## src/rx_filter_params.svh

```systemverilog
`ifndef RX_FILTER_PARAMS_SVH
`define RX_FILTER_PARAMS_SVH

`define CTRL_OFS       8'h00
`define CAM_EN_OFS     8'h04
`define CAM_IDX_OFS    8'h08
`define CAM_LO_OFS     8'h0c
`define CAM_MID_OFS    8'h10
`define CAM_HI_OFS     8'h14
`define CAM_CMD_OFS    8'h18
`define STATUS_OFS     8'h1c
`define COUNT_OFS      8'h20

`define CTRL_CMATCH_BIT 0
`define CTRL_CMISS_BIT  1
`define CTRL_REJECT_BIT 2
`define CTRL_BCAST_BIT  3
`define CTRL_PHYS_BIT   4
`define CTRL_MCAST_BIT  5
`define CTRL_W          6

`define CAM_CMD_LOAD_BIT 0
`define STAT_OVERRUN_BIT 5

`define CTRL_RST       6'h00
`define CAM_EN_RST     16'h0000
`define CAM_IDX_RST    4'h0
`define COUNT_RST      16'h0000

`define MCAST_BIT      40

`endif

```

## src/rx_filter_pkg.sv

```systemverilog
package rx_filter_pkg;

  typedef enum logic [2:0] {
    ST_IDLE   = 3'b001,
    ST_SCAN   = 3'b010,
    ST_DECIDE = 3'b100
  } scan_state_e;

  typedef logic [47:0] mac_addr_t;

endpackage

```

## src/cam_port_if.sv

```systemverilog
`timescale 1ns/1ns
`default_nettype none
interface cam_port_if #(
  parameter int WIDTH = 48,
  parameter int IDX_W = 4
);
  logic             wr_en;
  logic [IDX_W-1:0] wr_idx;
  logic [WIDTH-1:0] wr_data;
  logic [IDX_W-1:0] rd_idx;
  logic [WIDTH-1:0] rd_data;

  modport ctrl (output wr_en, output wr_idx, output wr_data, output rd_idx, input rd_data);
  modport mem  (input wr_en, input wr_idx, input wr_data, input rd_idx, output rd_data);
endinterface
`default_nettype wire

```

## src/addr_table_mem.sv

```systemverilog
`timescale 1ns/1ns
`default_nettype none
module addr_table_mem #(
  parameter int WIDTH = 48,
  parameter int DEPTH = 16
) (
  input  wire logic clk_sys,  // System clock
  input  wire logic rst_n,    // Async reset, active low
  cam_port_if.mem   port      // Write and read port
);
  logic [WIDTH-1:0] mem_q [DEPTH];

  // Table contents are not touched by reset
  always_ff @(posedge clk_sys) begin
    if (port.wr_en) begin
      mem_q[port.wr_idx] <= port.wr_data;
    end
  end

  always_ff @(posedge clk_sys or negedge rst_n) begin
    if (!rst_n) begin
      port.rd_data <= '0;
    end else begin
      port.rd_data <= mem_q[port.rd_idx];
    end
  end
endmodule
`default_nettype wire

```

## src/rx_cam_compress_reject_filter.sv

```systemverilog
// The address map and register access over APB are this design's own decisions.
`timescale 1ns/1ns
`default_nettype none
`include "rx_filter_params.svh"
module rx_cam_compress_reject_filter #(
  parameter int ADDR_W  = 8,
  parameter int ENTRIES = 16,
  parameter int IDX_W   = 4
) (
  input  wire logic              clk_sys,              // 10 MHz system clock
  input  wire logic              rst_n,                // Async reset, active low
  input  wire logic              psel,                 // APB select
  input  wire logic              penable,              // APB enable
  input  wire logic              pwrite,               // APB write
  input  wire logic [ADDR_W-1:0] paddr,                // APB byte address
  input  wire logic [31:0]       pwdata,               // APB write data
  output logic      [31:0]       prdata,               // APB read data
  output logic                   pready,               // APB ready
  output logic                   pslverr,              // APB error
  input  wire logic              frame_da_valid,       // Destination address complete
  input  wire logic [47:0]       frame_da,             // Destination address
  output logic                   compress_request_out, // Compress request level
  output logic                   compress_request_oe,  // Compress pin driven
  output logic                   decision_valid,       // Decision pulse
  output logic                   frame_accept,         // Accept pulse
  output logic                   frame_reject          // Reject pulse
);

  ////////////////////////////////////////////////////////////////////////////
  cam_port_if #(.WIDTH(48), .IDX_W(IDX_W)) cam ();

  addr_table_mem #(.WIDTH(48), .DEPTH(ENTRIES)) u_mem (
    .clk_sys (clk_sys),
    .rst_n   (rst_n),
    .port    (cam)
  );

  function automatic logic is_mapped(input logic [ADDR_W-1:0] a);
    case (a)
      `CTRL_OFS, `CAM_EN_OFS, `CAM_IDX_OFS, `CAM_LO_OFS, `CAM_MID_OFS,
      `CAM_HI_OFS, `CAM_CMD_OFS, `STATUS_OFS, `COUNT_OFS: is_mapped = 1'b1;
      default: is_mapped = 1'b0;
    endcase
  endfunction

  ////////////////////////////////////////////////////////////////////////////
  logic [`CTRL_W-1:0]  ctrl_ff;
  logic [ENTRIES-1:0]  cam_en_ff;
  logic [IDX_W-1:0]    cam_idx_ff;
  logic [15:0]         stage_lo_ff;
  logic [15:0]         stage_mid_ff;
  logic [15:0]         stage_hi_ff;
  logic [15:0]         acc_cnt_ff;
  logic [15:0]         rej_cnt_ff;
  logic                overrun_ff;
  logic                last_hit_ff;
  logic                last_bcast_ff;
  logic                busy;
  logic                access;
  logic                wr_fire;
  logic [31:0]         nxt_rdata;

  rx_filter_pkg::scan_state_e state_ff;
  rx_filter_pkg::mac_addr_t   da_ff;
  logic [IDX_W-1:0]           scan_idx_ff;
  logic [IDX_W-1:0]           cmp_idx_ff;
  logic                       cmp_vld_ff;
  logic                       hit_ff;
  logic                       cmp_hit;
  logic                       final_hit;
  logic                       is_bcast;
  logic                       is_mcast;
  logic                       decide;
  logic                       nxt_accept;
  logic                       nxt_compress;

  wire logic cfg_cmatch = ctrl_ff[`CTRL_CMATCH_BIT];
  wire logic cfg_cmiss  = ctrl_ff[`CTRL_CMISS_BIT];
  wire logic cfg_reject = ctrl_ff[`CTRL_REJECT_BIT];
  wire logic cfg_bcast  = ctrl_ff[`CTRL_BCAST_BIT];
  wire logic cfg_phys   = ctrl_ff[`CTRL_PHYS_BIT];
  wire logic cfg_mcast  = ctrl_ff[`CTRL_MCAST_BIT];

  // One wait state: ready rises in the second access cycle
  assign access  = psel && penable;
  assign wr_fire = access && pready && pwrite;
  assign busy    = (state_ff != rx_filter_pkg::ST_IDLE);

  ////////////////////////////////////////////////////////////////////////////
  always_comb begin
    nxt_rdata = 32'h0000_0000;
    case (paddr)
      `CTRL_OFS:    nxt_rdata[`CTRL_W-1:0] = ctrl_ff;
      `CAM_EN_OFS:  nxt_rdata[ENTRIES-1:0] = cam_en_ff;
      `CAM_IDX_OFS: nxt_rdata[IDX_W-1:0] = cam_idx_ff;
      `CAM_LO_OFS:  nxt_rdata[15:0] = stage_lo_ff;
      `CAM_MID_OFS: nxt_rdata[15:0] = stage_mid_ff;
      `CAM_HI_OFS:  nxt_rdata[15:0] = stage_hi_ff;
      `STATUS_OFS:  nxt_rdata[5:0] = {overrun_ff, compress_request_out, compress_request_oe,
                                      last_bcast_ff, last_hit_ff, busy};
      `COUNT_OFS:   nxt_rdata = {rej_cnt_ff, acc_cnt_ff};
      default:      nxt_rdata = 32'h0000_0000;
    endcase
  end

  always_ff @(posedge clk_sys or negedge rst_n) begin
    if (!rst_n) begin
      pready  <= 1'b0;
      prdata  <= 32'h0000_0000;
      pslverr <= 1'b0;
    end else begin
      pready  <= access && !pready;
      prdata  <= (access && !pready && !pwrite) ? nxt_rdata : 32'h0000_0000;
      pslverr <= access && !pready && !is_mapped(paddr);
    end
  end

  // Configuration and table staging registers
  always_ff @(posedge clk_sys or negedge rst_n) begin
    if (!rst_n) begin
      ctrl_ff      <= `CTRL_RST;
      cam_en_ff    <= `CAM_EN_RST;
      cam_idx_ff   <= `CAM_IDX_RST;
      stage_lo_ff  <= 16'h0000;
      stage_mid_ff <= 16'h0000;
      stage_hi_ff  <= 16'h0000;
    end else if (wr_fire) begin
      case (paddr)
        `CTRL_OFS:    ctrl_ff <= pwdata[`CTRL_W-1:0];
        `CAM_EN_OFS:  cam_en_ff <= pwdata[ENTRIES-1:0];
        `CAM_IDX_OFS: cam_idx_ff <= pwdata[IDX_W-1:0];
        `CAM_LO_OFS:  stage_lo_ff <= pwdata[15:0];
        `CAM_MID_OFS: stage_mid_ff <= pwdata[15:0];
        `CAM_HI_OFS:  stage_hi_ff <= pwdata[15:0];
        default: begin
        end
      endcase
    end
  end

  assign cam.wr_en   = wr_fire && (paddr == `CAM_CMD_OFS) && pwdata[`CAM_CMD_LOAD_BIT];
  assign cam.wr_idx  = cam_idx_ff;
  assign cam.wr_data = {stage_hi_ff, stage_mid_ff, stage_lo_ff};
  assign cam.rd_idx  = scan_idx_ff;

  // Overrun: a frame arriving mid-scan is dropped; set wins over clear
  always_ff @(posedge clk_sys or negedge rst_n) begin
    if (!rst_n) begin
      overrun_ff <= 1'b0;
    end else if (frame_da_valid && busy) begin
      overrun_ff <= 1'b1;
    end else if (wr_fire && (paddr == `STATUS_OFS) && pwdata[`STAT_OVERRUN_BIT]) begin
      overrun_ff <= 1'b0;
    end
  end

  ////////////////////////////////////////////////////////////////////////////
  // Table scan, one entry per cycle, read data one cycle behind the index
  always_ff @(posedge clk_sys or negedge rst_n) begin
    if (!rst_n) begin
      state_ff    <= rx_filter_pkg::ST_IDLE;
      da_ff       <= '0;
      scan_idx_ff <= '0;
    end else begin
      case (state_ff)
        rx_filter_pkg::ST_IDLE: begin
          if (frame_da_valid) begin
            da_ff       <= frame_da;
            scan_idx_ff <= '0;
            state_ff    <= rx_filter_pkg::ST_SCAN;
          end
        end
        rx_filter_pkg::ST_SCAN: begin
          if (scan_idx_ff == IDX_W'(ENTRIES - 1)) begin
            state_ff <= rx_filter_pkg::ST_DECIDE;
          end else begin
            scan_idx_ff <= scan_idx_ff + IDX_W'(1);
          end
        end
        rx_filter_pkg::ST_DECIDE: begin
          state_ff <= rx_filter_pkg::ST_IDLE;
        end
        default: begin
          state_ff <= rx_filter_pkg::ST_IDLE;
        end
      endcase
    end
  end

  always_ff @(posedge clk_sys or negedge rst_n) begin
    if (!rst_n) begin
      cmp_vld_ff <= 1'b0;
      cmp_idx_ff <= '0;
      hit_ff     <= 1'b0;
    end else begin
      cmp_vld_ff <= (state_ff == rx_filter_pkg::ST_SCAN);
      cmp_idx_ff <= scan_idx_ff;
      if (state_ff == rx_filter_pkg::ST_IDLE) begin
        hit_ff <= 1'b0;
      end else if (cmp_hit) begin
        hit_ff <= 1'b1;
      end
    end
  end

  // Only enabled entries take part in the match
  assign cmp_hit   = cmp_vld_ff && cam_en_ff[cmp_idx_ff] && (cam.rd_data == da_ff);
  assign final_hit = hit_ff || cmp_hit;
  assign decide    = (state_ff == rx_filter_pkg::ST_DECIDE);
  assign is_bcast  = &da_ff;
  assign is_mcast  = da_ff[`MCAST_BIT];

  always_comb begin
    nxt_accept = (final_hit != cfg_reject)
                 || (is_bcast && cfg_bcast)
                 || (!is_mcast && cfg_phys)
                 || (is_mcast && !is_bcast && cfg_mcast);
    nxt_compress = !is_bcast
                   && ((cfg_cmatch && !cfg_cmiss && final_hit)
                       || (cfg_cmiss && !cfg_cmatch && !final_hit));
  end

  ////////////////////////////////////////////////////////////////////////////
  always_ff @(posedge clk_sys or negedge rst_n) begin
    if (!rst_n) begin
      decision_valid <= 1'b0;
      frame_accept   <= 1'b0;
      frame_reject   <= 1'b0;
      last_hit_ff    <= 1'b0;
      last_bcast_ff  <= 1'b0;
    end else begin
      decision_valid <= decide;
      frame_accept   <= decide && nxt_accept;
      frame_reject   <= decide && !nxt_accept;
      if (decide) begin
        last_hit_ff   <= final_hit;
        last_bcast_ff <= is_bcast;
      end
    end
  end

  // Request holds from the decision until the next frame starts
  always_ff @(posedge clk_sys or negedge rst_n) begin
    if (!rst_n) begin
      compress_request_out <= 1'b0;
      compress_request_oe  <= 1'b0;
    end else begin
      compress_request_oe <= cfg_cmatch || cfg_cmiss;
      if (decide) begin
        compress_request_out <= nxt_compress;
      end else if (frame_da_valid && !busy) begin
        compress_request_out <= 1'b0;
      end
    end
  end

  always_ff @(posedge clk_sys or negedge rst_n) begin
    if (!rst_n) begin
      acc_cnt_ff <= `COUNT_RST;
      rej_cnt_ff <= `COUNT_RST;
    end else if (decide) begin
      acc_cnt_ff <= acc_cnt_ff + {15'h0000, nxt_accept};
      rej_cnt_ff <= rej_cnt_ff + {15'h0000, !nxt_accept};
    end
  end

  ////////////////////////////////////////////////////////////////////////////
  AST_MATCH_COMPRESS: assert property (@(posedge clk_sys) disable iff (!rst_n)
    (decide && final_hit && !is_bcast && cfg_cmatch && !cfg_cmiss) |=> compress_request_out)
    else $error("compress not raised on table hit");

  AST_MISS_COMPRESS: assert property (@(posedge clk_sys) disable iff (!rst_n)
    (decide && !final_hit && !is_bcast && cfg_cmiss && !cfg_cmatch)
      |=> compress_request_out && decision_valid)
    else $error("compress not raised on table miss");

  AST_PIN_RELEASED: assert property (@(posedge clk_sys) disable iff (!rst_n)
    (!cfg_cmatch && !cfg_cmiss) [*2] |-> !compress_request_oe && !$rose(compress_request_oe))
    else $error("compress pin driven with both modes off");

  AST_NO_BCAST_COMPRESS: assert property (@(posedge clk_sys) disable iff (!rst_n)
    (decision_valid && last_bcast_ff) |-> !compress_request_out)
    else $error("compress raised for broadcast");

  AST_REJECT_HIT: assert property (@(posedge clk_sys) disable iff (!rst_n)
    (decide && final_hit && cfg_reject && !is_bcast && !is_mcast && !cfg_phys)
      |=> frame_reject && !frame_accept)
    else $error("table hit not rejected");

  AST_ACCEPT_HIT: assert property (@(posedge clk_sys) disable iff (!rst_n)
    (decide && final_hit && !cfg_reject) |=> frame_accept ##1 !frame_accept)
    else $error("table hit not accepted");

  AST_OTHERS_KEPT: assert property (@(posedge clk_sys) disable iff (!rst_n)
    (decide && cfg_reject && final_hit && !is_mcast && cfg_phys) |=> frame_accept)
    else $error("reject mode inverted promiscuous acceptance");

  AST_BCAST_WINS: assert property (@(posedge clk_sys) disable iff (!rst_n)
    (decide && is_bcast && cfg_bcast && cfg_reject) |=> frame_accept && !frame_reject)
    else $error("broadcast rejected");

  AST_ONE_DECISION: assert property (@(posedge clk_sys) disable iff (!rst_n)
    (frame_da_valid && !busy) |=> !decision_valid [*8] ##10 decision_valid ##1 !decision_valid)
    else $error("decision not once, 18 cycles after address");
endmodule
`default_nettype wire

```

## config.mk

```make
export PLATFORM = sky130hd
export DESIGN_NAME = rx_cam_compress_reject_filter
export DESIGN_NICKNAME = d
export VERILOG_FILES = /design/src/rx_filter_pkg.sv /design/src/cam_port_if.sv /design/src/addr_table_mem.sv /design/src/rx_cam_compress_reject_filter.sv
export VERILOG_INCLUDE_DIRS = /design/src /design/src/src
export SDC_FILE = /design/constraint.sdc
export NUM_CORES = 1
export LEC_CHECK = 0
export BUFFER_PORTS_ARGS = -buffer_cell sky130_fd_sc_hd__buf_2
export CAP_MARGIN = 0
export CELL_PAD_IN_SITES_DETAIL_PLACEMENT = 0
export CELL_PAD_IN_SITES_GLOBAL_PLACEMENT = 1
export CORE_UTILIZATION = 58
export DETAILED_ROUTE_END_ITERATION = 7
export GPL_ROUTABILITY_DRIVEN = 1
export PLACE_DENSITY = 0.94
export SLEW_MARGIN = 20
export SYNTH_ARGS = -nofsm -noshare
export SYNTH_HDL_FRONTEND = slang
export SYNTH_SLANG_ARGS = --single-unit
```

## constraint.sdc

```tcl
create_clock -name clk_sys -period 12.4 [get_ports clk_sys]
set_input_delay 1.24 -clock clk_sys [delete_from_list [all_inputs] [get_ports clk_sys]]
set_output_delay 1.24 -clock clk_sys [all_outputs]
set_load 0.02 [all_outputs]
```

Word level (Yosys, flattened, before mapping)
Memories as Yosys holds them, arrays and structs flattened. A register that Yosys moved wholly into a read port is not among the register bits.
Index checks and enable logic that the tools add are counted.

cells by class
  eq/ne operators = 18
  add/sub/neg operators = 3
  reduce and logical (&&, ||, !) cells = 58
  $lt $le $gt $ge = 1
  mux-type cells = 22

operators by type and width
  cell                  count
  $pmux W10 S5          1
  $eq A48 B48 Y1        1
  $reduce_and A48 Y1    1
  $add A16 B1 Y16       2
  $eq A8 B5 Y1 const B  4
  $mux W32              1
  $pmux W4 S8           1
  $logic_and A1 B1 Y1   25
  $eq A8 B4 Y1 const B  2
  $mux W16              1
  $reduce_and A2 Y1     8
  $pmux W2 S7           1
  $logic_not A1 Y1      11
  $mux W1               10
  $reduce_or A9 Y1      1
  $eq A8 B3 Y1 const B  1
  $eq A8 B6 Y1 const B  1
  $logic_not A8 Y1      1
  $mux W4               2
  $pmux W4 S2           1
  $reduce_bool A2 Y1    4
  $logic_or A1 B1 Y1    6
  $mux W3               2
  $ne A2 B2 Y1 const B  3
  11 further kinds      11

storage, ports and cells
  output and inout port bits = 39
  bits of input ports = 94
  memories = 1
  memory bits (writable) = 768
  logic and storage cells = 128
  register bits after elaboration = 209

memory list
  name         words  width  rd ports  clocked after Yosys merged registers in  wr ports  RTL line              text
  u_mem.mem_q  16     48     1         1                                        1         addr_table_mem.sv:11  logic [WIDTH-1:0] mem_q [DEPTH];

Depth between registers and ports, before layout
  depth after elaboration = 11
  gate-level depth with buffers = 14
  gate-level depth less buffers = 14

Modules after synthesis
From an unflattened synthesis, not the netlist that was laid out.

unflattened totals
  cell total of the unflattened synthesis = 1997
  area, all modules = 39301.4 um^2

by module, submodules not included
  module                         instances  area an instance (um^2)  seq. area each (um^2)  cells an instance
  addr_table_mem                 1          29931.2                  24263.3                1242
  rx_cam_compress_reject_filter  1          9370.2                   5231.3                 755

Least setup slack after synthesis
No wires, ideal clock.

  path type = input -> register
  start point = input port paddr[5]
  end point = memory u_mem.mem_q[0][0], enable pin
  buffers on the path = 1
  stages = 7
  arrival time = 5.568 ns
  setup time = 0.513 ns
  setup slack = 6.319 ns
  data required time = 11.887 ns
  cells stage by stage = buf_4 inv_2 nand3_1 nor2_1 nand3_1 or3_1 nor3_1

between the ends
  word-level cells in the longest chain between the ends = 5

RTL lines
  what                              RTL line                              text
  start, declared                   rx_cam_compress_reject_filter.sv:15   input wire logic [ADDR_W-1:0] paddr,
  $eq A8 B5 Y1                      n/a
  $logic_and A1 B1 Y1 (2 in a row)  rx_cam_compress_reject_filter.sv:141  assign cam.wr_en = wr_fire && (paddr == `CAM_CMD_OFS) && pwdata[`CAM_CMD_LOAD_BIT];
  $mux W1                           addr_table_mem.sv:15                  if (port.wr_en) begin
  $mux W1 (implied by the code)     addr_table_mem.sv:16                  mem_q[port.wr_idx] <= port.wr_data;
  end, declared                     addr_table_mem.sv:11

No other way between the ends.

Worst setup path in the final report
  start point = register da_ff[17]
  end point = register acc_cnt_ff[12]

between the ends
  word-level cells in the longest chain between the ends = 8
  elaborated cells on any way between the ends = 13
  those cells by class = add/sub (1); eq/ne (2); reduce/logical (10)

RTL lines
  what                    RTL line                              text
  start, declared         rx_cam_compress_reject_filter.sv:64   rx_filter_pkg::mac_addr_t da_ff;
  start signal, assigned  rx_cam_compress_reject_filter.sv:168  da_ff <= frame_da;
  $eq A48 B48 Y1          rx_cam_compress_reject_filter.sv:207  assign cmp_hit = cmp_vld_ff && cam_en_ff[cmp_idx_ff] && (cam.rd_data == da_ff);
  $logic_and A1 B1 Y1     rx_cam_compress_reject_filter.sv:207
  $logic_or A1 B1 Y1      rx_cam_compress_reject_filter.sv:208  assign final_hit = hit_ff || cmp_hit;
  $ne A1 B1 Y1            rx_cam_compress_reject_filter.sv:214  nxt_accept = (final_hit != cfg_reject)
  $logic_or A1 B1 Y1      rx_cam_compress_reject_filter.sv:215  || (is_bcast && cfg_bcast)
  $logic_or A1 B1 Y1      rx_cam_compress_reject_filter.sv:216  || (!is_mcast && cfg_phys)
  $logic_or A1 B1 Y1 (*)  rx_cam_compress_reject_filter.sv:217  || (is_mcast && !is_bcast && cfg_mcast);
  $add A16 B1 Y16 (*)     rx_cam_compress_reject_filter.sv:262  acc_cnt_ff <= acc_cnt_ff + {15'h0000, nxt_accept};
  end signal, assigned    rx_cam_compress_reject_filter.sv:259  acc_cnt_ff <= `COUNT_RST;
  end signal, assigned    rx_cam_compress_reject_filter.sv:262
  end, declared           rx_cam_compress_reject_filter.sv:53   logic [15:0] acc_cnt_ff;

Mark *: on every way between the ends. The rest lies on a longest branch, timed or not.
A chain may end at the register's enable or synchronous reset.

==> impl_metrics.tcl <==
set metrics [dict create \
    cts_tree "built" \
    cp.required_ns 12.94 \
    vias 22610 \
    cts_setup_buffers 0 \
    ys_seq_area_share_pct 73.79 \
    wl_met3_um 12030 \
    synth_area_leaders "edfxtp_1 (58%), dfrtp_1 (16%), mux4_2 (5.5%), mux2_2 (4.5%), mux2i_1 (4.2%)" \
    drive_above_1_share_pct 23.68 \
    die_area_um2 69970 \
    grt_max_degree 129 \
    cts.sinks 1025 \
    cts-root-buf "clkbuf_16" \
    max_stage_delay_ns 0.55 \
    drt_iter0_drc 2924 \
    wl_met2_um 47490 \
    synth_seq_cells 1025 \
    grt.total_usage_pct 29.02 \
    fmax_mhz 236.2 \
    highest_layer "met5" \
    cap_viol_max_count 0 \
    nets 2496 \
    cts_hold_buf 0 \
    whs_endpoint "rej_cnt_ff[15]" \
    fp.dieH_um 264.5 \
    min_from "rej_cnt_ff[15]" \
    status "completed" \
    clockBufferDepth 3 \
    syn_nets 2357 \
    setup_viol 0 \
    startpoint_type "register" \
    synth_top_area_share_pct 57.70 \
    drc 0 \
    syn_to_final_growth_pct 11.91 \
    grt_pass1_vias 22660 \
    finalClockSkew_ns 0.03067 \
    synthDistinctLibCells 59 \
    hold_viol 0 \
    drt_wl_total_um 100900 \
    syn_area_per_cell_um2 17.71 \
    final_core_util_pct 66.13 \
    grt_pass1_wl_um 146400 \
    critPathKind "register to register" \
    end_kind "register" \
    min_path_type "register to register" \
    syn-cell-area_um2 39970 \
    rsz0062_at_grt "false" \
    cp.buffers_inverters 0 \
    power_density_nw_per_um2 169.7 \
    wire_per_inst_um 30.09 \
    worst_r2r_startpoint "da_ff[17]" \
    detailed_place_hpwl_um 53530 \
    coreArea_um2 67630 \
    crit_chain "xor2_1 > nor4_1 > nand4_1 > nor4_1 > a41oi_2 > xnor2_1 > or2_1 > ha_1 > ha_1 > nand3_1 > nor2_1 > and4_1 > nand2_1 > xnor2_1" \
    worst_pin_slew_ns 1.153 \
    wl_met1_um 37360 \
    p_leak_uw 0.01760 \
    r2r_end "acc_cnt_ff[12]" \
    ant_nets 0 \
    post_cts_resized 0 \
    crit_family "simple AND/OR/NAND/NOR gates" \
    netlist_instances 2257 \
    rrSetupSlack_ns 8.17 \
    finalMaxSlewViolations 0 \
    cts_buffers 97 \
    drt_pass1_iterations 6 \
    async_flop_share_pct 25.07 \
    slowest_stage "nor4_1" \
    via_per_inst 6.740 \
    relSlewSlack_pct 22.96 \
    synth_edf_count 768 \
    cts_htree_levels 3 \
    rows 95 \
    hold_depth 1 \
    gp_congestion 0.9165 \
    crit_arrival_ns 4.77 \
    critPathMaxFanout 4 \
    peakVddDrop_v 0.0001406 \
    yosys.area.top_type "edfxtp_1" \
    fin_crit_ns 4.234 \
    initial_core_util_pct 59.10 \
    worstSkewPairLatency_ns 0.67 \
    synth-warning-count 0 \
    clkSlewWorstSetupHoldPaths_ns 0.06 \
    synthFlopType "edfxtp_1" \
    pin_count 133 \
    antenna_found_initial 12 \
    setup_tns_ns 0 \
    grt_overflow 0 \
    port_buffers 116 \
    fp.dieW_um 264.5 \
    rr_worst_depth 14 \
    final.period_utilization_pct 34.15 \
]
[metal layers]
| layer | track usage [%] | vias up |
|---|---|---|
| li1 | - | 9152 |
| met3 | 6.967 | 288 |
| met5 | 0 | - |
| met1 | 39.66 | 11540 |
| met4 | 11.44 | 12 |
| met2 | 45.53 | 1614 |
[through the flow]
stage / total power (uW) / hold slack [ns] / instance area (um2) / setup slack (ns) / instances
detailed placement: 4724 / 0.4589 / 41570 / 8.108 / 3170
global route: 7793 / 0.4899 / 44720 / 7.975 / 3353
finish: 7589 / 0.4679 / 44730 / 8.166 / 3354
floorplan: 4487 / 0.3519 / 39970 / 6.319 / 2257
global placement: 4698 / 0.4611 / 41570 / 8.160 / 3170
CTS: 7608 / 0.4728 / 44720 / 8.189 / 3352
[registers in the layout, summed over array words and instances, names as in the netlist, 6 cells and up]
register            count
da_ff                  48
ctrl_ff                 6
stage_mid_ff           16
stage_hi_ff            16
prdata                 32
u_mem.port.rd_data     48
stage_lo_ff            16
u_mem.mem_q           768
acc_cnt_ff             16
cam_en_ff              16
rej_cnt_ff             16
[power breakdown]
part	total, uW	leakage (uW)	switching (uW)	internal, uW
combinational	744	0.00410	390	354
clock	2920	0.00152	1260	1660
sequential	3920	0.0120	165	3760
[layout make-up]
cell class              instances  area, um2
multi-input cells            1108      10080
clock inverters                45      420.4
well taps                     873       1092
flip-flops and latches       1025      29510
diodes                          2      5.005
fillers                      4211      22910
clock buffers                 137       2730
inverters                      16      60.06
repair buffers                148      834.6
[worst max-delay path by stage]
stage	startpoint	to	cells after the start	slack [ns]
final	da_ff[17]	acc_cnt_ff[12]	14	8.17
after global routing	da_ff[17]	acc_cnt_ff[12]	14	7.97
after CTS	da_ff[17]	acc_cnt_ff[12]	14	8.19
after detailed placement	paddr[3]	u_mem.mem_q[0][45]	7	8.11
after global placement	paddr[3]	u_mem.mem_q[0][46]	7	8.16
after floorplan	paddr[5]	u_mem.mem_q[0][0]	7	6.32
[worst reg2reg max path: cells and delay by family, from the launching register on]
family / cells / cell delay, ns
DFF: 1 / 0.41
xor gates and xnor gates: 3 / 0.87
AOI/OAI and AO/OA: 1 / 0.45
adders and majority gates: 2 / 0.35
and+or+nand+nor: 8 / 2.06
[kinds of logic after synthesis]
family	share of synthesized area [%]
compound gates	4.937
mux	14.74
flops	73.79
simple gates	3.509
xor+xnor	1.534
fa+ha+maj	0.1878
buf+inv	1.296
[layout by cell type, fill, tap and decap left out, types with 15 or more instances in the layout]
cell,n
buf_4,31
mux4_2,97
mux2_2,159
nor2_1,39
o21ai_0,112
clkbuf_16,99
and3_1,20
buf_2,115
nand4_1,25
nand3_1,18
dfrtp_1,252
a22oi_1,48
xnor2_1,34
nand2_1,118
mux2i_1,166
xor2_1,36
inv_1,15
edfxtp_1,768
a221oi_1,60
clkinv_1,18
clkbuf_1,27
a21oi_1,64
[Yosys cell counts (2+ instances only)]
cell type / number
nor4_1: 13
a221o_1: 2
a22o_1: 4
mux2_4: 10
inv_1: 15
xor2_1: 36
o21ai_0: 112
o22ai_1: 4
mux4_1: 4
ha_1: 6
a21oi_1: 64
mux2_2: 159
clkbuf_1: 64
o221ai_1: 6
and2_1: 3
nor3_1: 10
buf_1: 18
or2_1: 3
a22oi_1: 48
buf_4: 3
and3_1: 20
nand2b_1: 4
buf_6: 2
or3_1: 4
a221oi_1: 60
edfxtp_1: 768
mux4_2: 97
or2_2: 2
and4_1: 2
mux2i_1: 166
buf_2: 21
nand4_1: 25
xnor2_1: 34
nand3_1: 18
nor2b_1: 4
nand2_1: 118
nor2_1: 51
dfrtp_1: 256
(Power assumes the default switching activity.)
